**src/common/lpc_regs.vh**
```
// Register offsets, field positions and reset values for
// the light profiler control block. Included by the design, the checker and the bench.
`ifndef LPC_REGS_VH
`define LPC_REGS_VH
// Register addresses on the model-specific register port.
`define LPC_ADDR_FEATURE_CONFIG 32'hC0000105
`define LPC_ADDR_CONTROL_BLOCK  32'hC0000106
// Reset values.
`define LPC_RESET_CONFIG        64'h0000000000000000
`define LPC_RESET_ADDRESS       64'h0000000000000000
// Feature configuration field positions.
`define LPC_CFG_EVENT_LO        1
`define LPC_CFG_EVENT_HI        6
`define LPC_CFG_CONTINUOUS_MODE_ENABLE_BIT        29
`define LPC_CFG_TSC_BIT         30
`define LPC_CFG_INT_BIT         31
`define LPC_CFG_CORE_LO         32
`define LPC_CFG_CORE_HI         39
`define LPC_CFG_VEC_LO          40
`define LPC_CFG_VEC_HI          47
// Writable mask of the configuration register (bits 31:1 and 47:32).
`define LPC_CFG_WRITABLE        64'h0000FFFFFFFFFFFE
// Identification and enable bit positions.
`define LPC_CAP_BIT             15
`define LPC_XFE_BIT             62
// Number of counted events (ids 1 to 6).
`define LPC_NUM_EVENTS          6
`endif

```
**src/rtl/lpc_profiler_ctrl.v**
```verilog
// Control and configuration registers of the light profiler, with the
// load-control-block sequence. Assumes a core pipeline that supplies the
// register port, the instruction request and memory answers as one-cycle
// strobes synchronous to clk_in; all values arrive already checked by it.
//
// How it works
// - Registers reachable only with capability bit 15.
// - Usable only with enable bit 62; starts disabled.
// - Config write of unsupported bit: protection fault.
// - Config bits 39:32 give the core identifier.
// - Config bits 47:40 give interrupt vector.
// - Config register resets to zero.
// - Config bits 1..6 allow each event.
// - Continuous mode only when bit 29 set.
// - Bit 30 with timestamp present stores timestamp.
// - Threshold interrupt only when bit 31 set.
// - Address read returns value, no side effect.
// - Non-zero address write: protection fault.
// - Zero address write disables, discards state.
// - Instructions fault invalid opcode when unavailable.
// - Load faults first if unavailable or unprotected.
// - Load flushes old block; page fault keeps it.
// - Zero load address: disabled, done after flush.
// - Limit or size failure: fault, left disabled.
// - Linear addresses add segment base, kept.
// - Flags pruned to available, written back.
// - Intervals except the first raised to minimum; counters loaded.
// - Counter zero or negative: record next event.
//
// Behaviour notes for the next engineer.
// The register port answers every access to the two mapped addresses
// with one pulse one cycle later, reg_ack_out or gp_fault_out, except that
// a check failure or page-fault answer in the same cycle sets gp_fault_out to check_fail_in.
// Accesses to any other address get no answer at all; the core is
// expected to route those elsewhere.
// A rejected configuration write leaves the stored value untouched, so
// software that ignores the fault keeps the previous permissions.
// The load sequence is a small state machine: idle, flush and check.
// Only one load is in flight at a time; a second load request that
// arrives while the machine is busy is dropped without an answer,
// except for the availability and protected-mode tests, which must fault at once.
// The flush and check steps are carried out by the core, which pulses
// the matching done, page-fault or failure input back to this block.
// A page fault during the check leaves the profiler disabled and raises
// no protection fault here, because the core reports the page fault.
// Interval and counter words are taken only on the check-done pulse;
// they are ignored at every other time.
// Clearing the enable bit in the extended feature register forces the
// profiler off on the next edge but keeps the stored block address, so
// a later state restore can resume from it.
// Counters are held here only to decide whether the next event must be
// recorded; counting down and reloading belong to the event logic.
// Threshold interrupts need both the configuration permission and the
// interrupt flag that survived pruning at load time.
// All state freezes while ce_in is low, including the one-cycle strobes,
// so a strobe that is high when the enable drops stays high until the
// enable returns; the core must not sample strobes while it holds ce_in
// low.
`include "lpc_regs.vh"
`timescale 1ns/1ps
`default_nettype none
module lpc_profiler_ctrl #(
    parameter [31:0] MIN_INTERVAL = 32'h0000000F // Implementation minimum.
) (
    // Clock, reset and clock enable.
    input  wire        clk_in,
    input  wire        rst_in,
    input  wire        ce_in,
    // Processor state.
    input  wire        cap_present_in,      // Identification bit 15.
    input  wire        ext_feature_en_in,   // Enable register bit 62.
    input  wire        protected_mode_in,
    input  wire        timestamp_avail_in,
    input  wire [31:0] supported_feat_in,   // Supported feature bits.
    input  wire [63:0] data_seg_base_in,
    // Register port.
    input  wire        reg_rd_in,
    input  wire        reg_wr_in,
    input  wire [31:0] reg_addr_in,
    input  wire [63:0] reg_wdata_in,
    output reg  [63:0] reg_rdata_out,
    output reg         reg_ack_out,
    output reg         gp_fault_out,
    // Instruction request.
    input  wire        instr_in,            // Any profiler instruction.
    input  wire        load_in,             // Load-control-block request.
    input  wire [63:0] load_addr_in,
    output reg         ud_fault_out,
    output reg         load_done_out,
    // Memory step answers from the core.
    output reg         flush_req_out,
    input  wire        flush_done_in,
    input  wire        flush_pf_in,
    output reg         check_req_out,
    input  wire        check_done_in,
    input  wire        check_fail_in,       // Limit or buffer size error.
    input  wire        check_pf_in,
    input  wire [63:0] ring_addr_in,        // Ring buffer effective address.
    input  wire [31:0] block_flags_in,
    input  wire [191:0] intervals_in,       // Six 32-bit intervals.
    input  wire [191:0] counters_in,        // Six 32-bit counters.
    output reg  [31:0] pruned_flags_out,
    output reg         flags_wb_out,
    // Profiler state to the event logic.
    input  wire [5:0]  event_hit_in,        // Event occurrences.
    output reg         enabled_out,
    output reg  [63:0] ring_linear_out,
    output reg  [5:0]  record_req_out,
    output reg  [7:0]  core_id_out,
    output reg  [7:0]  vector_out,
    output reg         continuous_out,
    output reg         store_tsc_out,
    output reg         int_allow_out,
    output reg  [191:0] interval_out
);
    // Load sequence states. Idle waits for a request, flush waits for the
    // core to save the old block, check waits for validation answers.
    localparam [1:0] ST_IDLE  = 2'h0;
    localparam [1:0] ST_FLUSH = 2'h1;
    localparam [1:0] ST_CHECK = 2'h2;

    reg [63:0]  config_q;         // Feature configuration register.
    reg [63:0]  address_q;        // Linear control block address.
    reg [1:0]   state;            // Load sequence state.
    reg [63:0]  pend_addr;        // Requested load address.
    reg [191:0] count_q;          // Internal event counters.

    // Bits that software may set in the configuration register.
    function [63:0] allowed_mask;
        input [31:0] sup;
        begin
            allowed_mask = {16'h0000, 16'hFFFF, sup[31:1], 1'b0};
        end
    endfunction

    // Profiler instructions need the capability and enable bit 62; registers need only the capability.
    wire avail = cap_present_in & ext_feature_en_in;
    wire [63:0] cfg_next = reg_wdata_in;
    wire cfg_hit = reg_addr_in == `LPC_ADDR_FEATURE_CONFIG;
    wire adr_hit = reg_addr_in == `LPC_ADDR_CONTROL_BLOCK;
    // Flags that survive pruning: supported and allowed by config.
    wire [31:0] avail_flags = supported_feat_in & config_q[31:0];
    // The interrupt flag survives only if software asked for it as well.
    wire [31:0] next_flags  = {block_flags_in[31] & avail_flags[31],
                               24'h000000,
                               block_flags_in[6:1] & avail_flags[6:1],
                               1'b0};

    integer i;

    // Main sequential process; all state frozen while ce_in is low.
    always @(posedge clk_in) begin
        if (rst_in) begin
            config_q       <= `LPC_RESET_CONFIG;
            address_q      <= `LPC_RESET_ADDRESS;
            state          <= ST_IDLE;
            pend_addr      <= 64'h0000000000000000;
            count_q        <= 192'h0;
            reg_rdata_out  <= 64'h0000000000000000;
            reg_ack_out    <= 1'b0;
            gp_fault_out   <= 1'b0;
            ud_fault_out   <= 1'b0;
            load_done_out  <= 1'b0;
            flush_req_out  <= 1'b0;
            check_req_out  <= 1'b0;
            pruned_flags_out <= 32'h00000000;
            flags_wb_out   <= 1'b0;
            enabled_out    <= 1'b0;
            ring_linear_out <= 64'h0000000000000000;
            record_req_out <= 6'h00;
            core_id_out    <= 8'h00;
            vector_out     <= 8'h00;
            continuous_out <= 1'b0;
            store_tsc_out  <= 1'b0;
            int_allow_out  <= 1'b0;
            interval_out   <= 192'h0;
        end else if (ce_in) begin
            // Strobes default low.
            reg_ack_out   <= 1'b0;
            gp_fault_out  <= 1'b0;
            ud_fault_out  <= 1'b0;
            load_done_out <= 1'b0;
            flush_req_out <= 1'b0;
            check_req_out <= 1'b0;
            flags_wb_out  <= 1'b0;
            // Register accesses; unreachable without capability.
            if ((reg_rd_in | reg_wr_in) && (cfg_hit | adr_hit)) begin
                if (!cap_present_in) begin
                    gp_fault_out <= 1'b1;
                end else if (reg_rd_in) begin
                    reg_ack_out   <= 1'b1;
                    reg_rdata_out <= cfg_hit ? config_q
                                             : address_q;
                end else if (cfg_hit) begin
                    if (|(cfg_next & ~allowed_mask(supported_feat_in)))
                        gp_fault_out <= 1'b1;
                    else begin
                        config_q    <= cfg_next;
                        reg_ack_out <= 1'b1;
                    end
                end else if (|reg_wdata_in) begin
                    gp_fault_out <= 1'b1;
                end else begin
                    // Zero write stops at once, nothing saved.
                    address_q   <= 64'h0000000000000000;
                    enabled_out <= 1'b0;
                    count_q     <= 192'h0;
                    state       <= ST_IDLE;
                    reg_ack_out <= 1'b1;
                end
            end
            // Instruction request handling.
            // Unavailable profiler faults every instruction first.
            if (instr_in && !avail) begin
                ud_fault_out <= 1'b1;
            end else if (load_in && !protected_mode_in) begin
                // Faults before any other action, even while busy.
                ud_fault_out <= 1'b1;
            end else if (load_in && state == ST_IDLE) begin
                // Remember the address for the later steps.
                pend_addr <= load_addr_in;
                if (enabled_out) begin
                    // Save the old block before touching the new one.
                    flush_req_out <= 1'b1;
                    state <= ST_FLUSH;
                end else if (load_addr_in == 64'h0) begin
                    // Nothing to validate; already disabled.
                    load_done_out <= 1'b1;
                end else begin
                    // Ask the core to validate the new block.
                    check_req_out <= 1'b1;
                    state <= ST_CHECK;
                end
            end
            // Load sequence steps driven by the core's answers.
            case (state)
                ST_IDLE: begin
                end
                ST_FLUSH: begin
                    if (flush_pf_in) begin
                        // Old block stays active and enabled.
                        state <= ST_IDLE;
                    end else if (flush_done_in) begin
                        if (pend_addr == 64'h0) begin
                            enabled_out   <= 1'b0;
                            address_q     <= 64'h0;
                            load_done_out <= 1'b1;
                            state <= ST_IDLE;
                        end else begin
                            enabled_out   <= 1'b0;
                            check_req_out <= 1'b1;
                            state <= ST_CHECK;
                        end
                    end
                end
                ST_CHECK: begin
                    if (check_fail_in | check_pf_in) begin
                        gp_fault_out <= check_fail_in;
                        enabled_out  <= 1'b0;
                        address_q    <= 64'h0;
                        state <= ST_IDLE;
                    end else if (check_done_in) begin
                        address_q <= pend_addr + data_seg_base_in;
                        ring_linear_out <= ring_addr_in
                                         + data_seg_base_in;
                        pruned_flags_out <= next_flags;
                        flags_wb_out  <= 1'b1;
                        for (i = 0; i < `LPC_NUM_EVENTS; i = i + 1) begin
                            interval_out[i*32 +: 32] <=
                                (i != 0 && intervals_in[i*32 +: 32]
                                 < MIN_INTERVAL) ? MIN_INTERVAL
                                : intervals_in[i*32 +: 32];
                        end
                        count_q <= counters_in;
                        enabled_out   <= 1'b1;
                        load_done_out <= 1'b1;
                        state <= ST_IDLE;
                    end
                end
                default: state <= ST_IDLE;
            endcase
            // Without enable bit 62 the profiler is off.
            if (!ext_feature_en_in) begin
                enabled_out <= 1'b0;
            end
            // Record request on event with counter zero or negative.
            for (i = 0; i < `LPC_NUM_EVENTS; i = i + 1) begin
                record_req_out[i] <= enabled_out & event_hit_in[i]
                    & config_q[`LPC_CFG_EVENT_LO + i]
                    & pruned_flags_out[i + 1]
                    & (count_q[i*32 +: 32] == 32'h0
                       || count_q[i*32 + 31]);
            end
            core_id_out    <= config_q[`LPC_CFG_CORE_HI:`LPC_CFG_CORE_LO];
            vector_out     <= config_q[`LPC_CFG_VEC_HI:`LPC_CFG_VEC_LO];
            continuous_out <= config_q[`LPC_CFG_CONTINUOUS_MODE_ENABLE_BIT];
            store_tsc_out  <= config_q[`LPC_CFG_TSC_BIT]
                            & timestamp_avail_in;
            int_allow_out  <= config_q[`LPC_CFG_INT_BIT]
                            & pruned_flags_out[31];
        end
    end
    // core_id_out feeds every record's core identifier field.
endmodule
`default_nettype wire

```
**config.mk**
```make
export PLATFORM = sky130hd
export DESIGN_NAME = lpc_profiler_ctrl
export DESIGN_NICKNAME = d
export VERILOG_FILES = /design/src/rtl/lpc_profiler_ctrl.v
export VERILOG_INCLUDE_DIRS = /design/src /design/src/common
export SDC_FILE = /design/constraint.sdc
export NUM_CORES = 2
export LEC_CHECK = 0
export ABC_AREA = 1
export ABC_CLOCK_PERIOD_IN_PS = 4200
export BUFFER_PORTS_ARGS = -buffer_cell sky130_fd_sc_hd__buf_2
export CORE_AREA = 2 2 442 444
export DETAILED_ROUTE_END_ITERATION = 10
export DIE_AREA = 0 0 444 446
export SYNTH_ARGS = -nofsm -noshare
export SYNTH_HDL_FRONTEND = slang
export SYNTH_SLANG_ARGS = --single-unit
```
**constraint.sdc**
```tcl
create_clock -name clk_in -period 4.2 [get_ports clk_in]
set_clock_uncertainty 0.2 [all_clocks]
set_input_delay 0.84 -clock clk_in [delete_from_list [all_inputs] [get_ports clk_in]]
set_output_delay 0.84 -clock clk_in [all_outputs]
set_load 0.05 [all_outputs]
```
# [Word level (Yosys, flattened, before mapping)]
# Index checks and enable logic that the tools add are counted.
[word_totals] elab_cells=196 output_inout_bits=385 latch_bits=0 n_memories=0 rom_bits=0 regBits=746 inputBits=758 ramBits=0
[classes] addsub=2 n_div=0 muxes=95 n_bitwise=40 eq_ne=4 n_lt_le_gt_ge=5 shift=0 n_reduce_logical=27 multipliers=0
[op_table] op="192-bit two-way mux" count=8
[op_table] op="64-bit two-way mux" count=11
[op_table] op="32-bit zero test" count=6
[op_table] op="32-bit by 4-bit less-than comparator with 1-bit output (second input constant)" count=5
[op_table] op="32-bit two-way mux" count=5
[op_table] op="64-bit adder" count=2
[op_table] op="64-bit zero test" count=2
[op_table] op="64-bit one-hot mux with 2 select lines" count=1
[op_table] op="64-bit OR reduction" count=2
[op_table] op="64-bit AND" count=1
[op_table] op="32-bit == test (second input constant)" count=2
[op_table] op="48-bit inverter with 64-bit output" count=1
[op_table] op="1-bit two-way mux" count=52
[op_table] op="32-bit AND" count=1
[op_table] op="2-bit two-way mux" count=15
[op_table] op="1-bit AND" count=28
[op_table] op="4-bit AND reduction" count=3
[op_table] op="6-bit AND" count=1
[op_table] op="1-bit logical OR" count=6
[op_table] op="2-bit one-hot mux with 3 select lines" count=1
[op_table] op="6-bit AND reduction" count=1
[op_table] op="1-bit inverter" count=5
[op_table] op="1-bit logical AND" count=4
[op_table] op="1-bit one-hot mux with 2 select lines" count=2
[op_table] op="5 further kinds" count=8

# [Depth between registers and ports, before layout]
[depth] depth_word=14 ltp_mapped=17 depth_no_buf=17

# [Worst setup path after synthesis]
# Ideal clock, no wire load.
[synth_path] path_kind="input port to flip-flop" start="input port data_seg_base_in[0]" end="register ring_linear_out[32]" setup_time_ps=114 n_path_buf=0 arrival_ps=2612 stages=14 setup_slack_ps=1275 required_time_ps=3886 path_cell_list="ha_1 inv_1 fa_1 nand3b_1 nand2_1 a21oi_1 o21ai_0 nand2_1 nand2_1 nand2_1 nand2_1 nor2_1 o21bai_1 inv_1"
[synth_between] elab_chain_len=1
[synth_rtl] item="start: declaration" line="lpc_profiler_ctrl.v:75" text="input wire [63:0] data_seg_base_in,"
[synth_rtl] item="64-bit adder" line="lpc_profiler_ctrl.v:265" text="+ data_seg_base_in;"
[synth_rtl] item="end signal: assignment" line="lpc_profiler_ctrl.v:264" text="ring_linear_out <= ring_addr_in"
[synth_rtl] item="end: declaration" line="lpc_profiler_ctrl.v:107" text="output reg [63:0] ring_linear_out,"
# No other way between the ends.
# A chain may end at the register's enable or synchronous reset.

# [Worst setup path after layout]
[layout_path] start="register pend_addr[3]" end="register address_q[58]"
[layout_between] elab_chain_len=5 word_cells_on_any_way=8 classes_between="1 x add/sub; 6 x mux; 1 x reduce/logical"
[layout_rtl] item="start: declaration" line="lpc_profiler_ctrl.v:125" text="reg [63:0] pend_addr;"
[layout_rtl] item="start signal: assignment" line="lpc_profiler_ctrl.v:221" text="pend_addr <= load_addr_in;"
[layout_rtl] item="parallel branches: the longest is 4 deep, another holds 64-bit adder"
[layout_rtl] item="64-bit one-hot mux with 2 select lines *" line="lpc_profiler_ctrl.v:236" text="case (state)"
[layout_rtl] item="end signal: assignment" line="lpc_profiler_ctrl.v:155" text="address_q <= `LPC_RESET_ADDRESS;"
[layout_rtl] item="end signal: assignment" line="lpc_profiler_ctrl.v:263" text="address_q <= pend_addr + data_seg_base_in;"
[layout_rtl] item="end: declaration" line="lpc_profiler_ctrl.v:123" text="reg [63:0] address_q;"
# Mark *: on every way between the ends.

==> results summary <==
The via count is 46300. The final worst setup slack came out at 0.987 ns. The clock slew seen by the registers of the worst setup and hold paths is 0.06 ns. The number of max-slew violations in the final report is 0.

The buffer count from post-CTS setup fixing came out at 0. The register-to-register setup slack came out at 0.99 ns. The minimum clock period after layout is 3.21 ns. The first routing iteration left 3876 violations.

The most area-hungry cell type in the Yosys netlist is dfxtp_1. The min-delay analysis places its worst path in the category primary input to flop. Timing analysis after detailed placement gives a worst setup slack of 0.409 ns. The number of buffers inserted by port buffering is 1091. The worst setup path is launched from a flop. The number of gates resized after CTS is 0. The internal power contribution is 12900 uW. The first detailed-routing pass took 8 iterations. The chip height came out at 446 um. The number of antenna violations at the first check in global routing is 66. The global-route wire length before repair came out at 317 mm. The endpoint of the worst hold-timing path is interval_out[142]$_SDFFE_PP0P_. In this design, the critical path's most frequently occurring cell is nand2_1.

The DRC violation count after routing is 0. The critical path goes through nor2_1 > nand2_1 > nor2_1 > nand2_1 > nor3_1 > nand2_1 > o21ai_0 > nand2_1 > buf_4 > nand2_1 > nand2_1 > o21ai_1 > a21oi_1. The width of the chip came out at 444 um. The CTS tree is yes. The flow ran to the end, and the final reports show no timing, DRC or antenna violations. The power share of the sequential group is 0.394. The number of synthesized flops with an enable pin is 0. The floorplan step defined a die boundary enclosing 198000 um^2.

The post-detailed-placement cell area came out at 48300 um^2. The share of final-layout standard cells stronger than drive strength 1 came out at 0.189. The initialized floorplan defines 162 standard-cell rows. Setup repair after global routing left no endpoint under its margin. The data arrival time of the critical path is 3.64 ns.

The power density relative to cell area came out at 361 nW/um^2. Routability-driven placement finished with a final weighted congestion of 1.04. For the pin with the worst max-slew slack, the measured transition is 1.03 ns. The total overflow reported by the global router came out at 0.

The critical path is of the flop to flop type. The number of vias per cell after detailed routing is 4.74. Dividing the synthesized area by the synthesized cell count gives 6.53 um^2. The leakage power summed over all cells came out at 0.0240 uW. The latest clock arrival within the worst-skew pair is 0.74 ns.

The largest buffer count on any clock path is 3. The worst setup path is captured at a flop. Synthesis inferred 746 register bits. Across the run, the number of max-cap violations was 0.

The switching share of power is 0.306. The share of synthesized flip-flops with an asynchronous set or reset came out at 0. The final-report setup violation count came out at 0. The initial core utilization is 0.207.

Among all flip-flop cells after synthesis, the most frequent one is dfxtp_1. The worst hold path begins at intervals_in[142]. For this design, the CTS-stage hold fixing added 0 buffers. The setup total negative slack came out at 0 ns. The final cell area excluding filler cells is 51500 um^2.

The total number of nets in the final design is 8004. The maximum fanout along the worst path came out at 20. The count of final hold-check violations is 0. After synthesis the cells add up to 40100 um^2. For this design, the slowest cell found on the critical path is nand2_1.

Leaving out fill and tap cells, the most frequent cells in the layout are 1439 x nand2_1, 1089 x buf_2, 885 x nor2_1, 746 x dfxtp_1, 672 x o21ai_0. The share of power burned in combinational logic is 0.165. Dividing the final minimum period by the clock period gives 0.765.

The worst hold path passes through 3 cells. In this run the tightest slew margin relative to its limit is 0.317. Summed over all layers, the routed wires come to 231 mm.

In this run the remaining antenna-violating nets after routing total 0. In this run the power spent charging and discharging nets is 5690 uW. The instance count of the mapped netlist came out at 6136. The number of library cell types mapped by synthesis is 50. The startpoint identified for the worst register-to-register timing path is pend_addr[3]$_SDFFE_PP0P_.

The required time at the worst-slack endpoint is 4.63 ns. The via count of the first global-routing pass is 43300. The largest stage delay on the critical path came out at 0.43 ns. The destination of the worst register-to-register timing path is address_q[58]$_SDFFE_PP0P_. The core area came out at 194000 um^2. The H-tree was split into 3 levels.

The share of synthesized area in the top cell type comes to 0.372. The number of top-level pins came out at 1143. Measured on the finished design, the core utilization comes to 0.266.

Across every metal layer, demand over resource in global routing totals 0.222. The area growth from synthesis to layout is 28.4%. Leaving out fill and tap cells, the most frequent cell in the layout is nand2_1. Clock tree synthesis found a total of 746 sinks. The routed wire length per instance is 23.7 um. The worst reg-to-reg path cell count came out at 13. The timing-limited maximum frequency came out at 311 MHz. The clock root buffer is clkbuf_16.

Of the synthesized area, sequential elements account for 0.372. The maximum vdd drop is 319 uV. In the post-synthesis netlist, the biggest area contributors are dfxtp_1 37%, nand2_1 13%, o21ai_0 8.4%. Hold timing on the final database bottoms out at a slack of 0.124 ns. Counting the buffers created by CTS gives 88.

The largest net degree at the start of global routing came out at 166. The power share of the clock group came out at 0.441. The Yosys warning count came out at 0.

The HPWL after detailed placement came out at 191 mm.
layer usage:
| layer | global-route usage | wire (um) | up-vias |
|---|---|---|---|
| li1 | - | - | 22100 |
| met1 | 0.254 | 89400 | 21800 |
| met2 | 0.379 | 112000 | 1859 |
| met3 | 0.0427 | 14000 | 486 |
| met4 | 0.143 | 16000 | 10 |
| met5 | 0 | 77 | - |
layout make-up:
| type | count | area (um^2) |
|---|---|---|
| diodes | 44 | 110 |
| clock buffers | 126 | 2630 |
| clock inverters | 36 | 472 |
| fillers | 21600 | 142000 |
| inverters | 629 | 2380 |
| multi-input cells | 4476 | 21500 |
| flip-flops and latches | 746 | 14900 |
| well taps | 2542 | 3180 |
| repair buffers | 1173 | 6300 |
Yosys cell counts, drive strengths merged (2+ instances only):
cell and n:
a21oi 475, ha 130, xor2 38, clkinv 4, nor2 893, a21boi 7
inv 625, a21o 7, nand3 251, clkbuf 193, fa 2, o22ai 12
o21ai 683, nand4 76, and3 4, nor3 51, dfxtp 746, o21bai 50
or4 2, and2 3, a31oi 151, nand3b 10, o21a 33, o211ai 12
buf 116, nor4 98, or2 12, nand2 1440, xnor2 5
logic make-up after synthesis:
group                      synth area share
and+or+nand+nor                       0.290
other                             0.0000935
adders and majority gates            0.0416
xor gates and xnor gates            0.00939
buffers and inverters                0.0948
DFF                                   0.372
AOI/OAI and AO/OA                     0.191
worst max-delay path, delay by kind of cell, from the launching register on:
family,cells,cell delay (ns)
buf+inv,1,0.23
flops,1,0.34
simple gates,9,1.71
compound gates,3,0.60
state kept, by name (all words and copies together) (netlist names):
name	count
address_q	64
check_req_out	1
config_q	64
continuous_out	1
core_id_out	8
count_q	192
enabled_out	1
flags_wb_out	1
flush_req_out	1
gp_fault_out	1
int_allow_out	1
interval_out	192
load_done_out	1
pend_addr	64
pruned_flags_out	7
record_req_out	6
reg_ack_out	1
reg_rdata_out	64
ring_linear_out	64
state	2
store_tsc_out	1
ud_fault_out	1
vector_out	8
worst max-delay path by stage:
stage / slack (ns) / start / cells after the start / endpoint
2_1_floorplan: 1.27 / data_seg_base_in[0] / 14 / ring_linear_out[32]$_SDFFE_PP0P_
3_3_place_gp: 0.39 / reg_wdata_in[56] / 11 / config_q[21]$_SDFFE_PP0P_
3_5_place_dp: 0.41 / reg_wdata_in[56] / 11 / config_q[23]$_SDFFE_PP0P_
4_1_cts: 1.02 / pend_addr[3]$_SDFFE_PP0P_ / 13 / address_q[58]$_SDFFE_PP0P_
5_1_grt: 0.77 / pend_addr[3]$_SDFFE_PP0P_ / 13 / address_q[54]$_SDFFE_PP0P_
6_report: 0.99 / pend_addr[3]$_SDFFE_PP0P_ / 13 / address_q[58]$_SDFFE_PP0P_
power by group through the flow:
stage	combinational [uW]	clock [uW]	sequential, uW
2_1_floorplan	1470	0	7540
3_3_place_gp	3010	0	7480
3_5_place_dp	3010	0	7480
4_1_cts	3020	8370	7330
5_1_grt	3280	8640	7340
6_report	3060	8190	7330
per-stage QoR:
stage	std cells	power [uW]
final	9772	18600
after global routing	9757	19300
after CTS	9728	18700
after detailed placement	9566	10500
after global placement	9566	10500
after floorplan	6160	9020
Note: power is estimated with default switching activity, not from simulation.
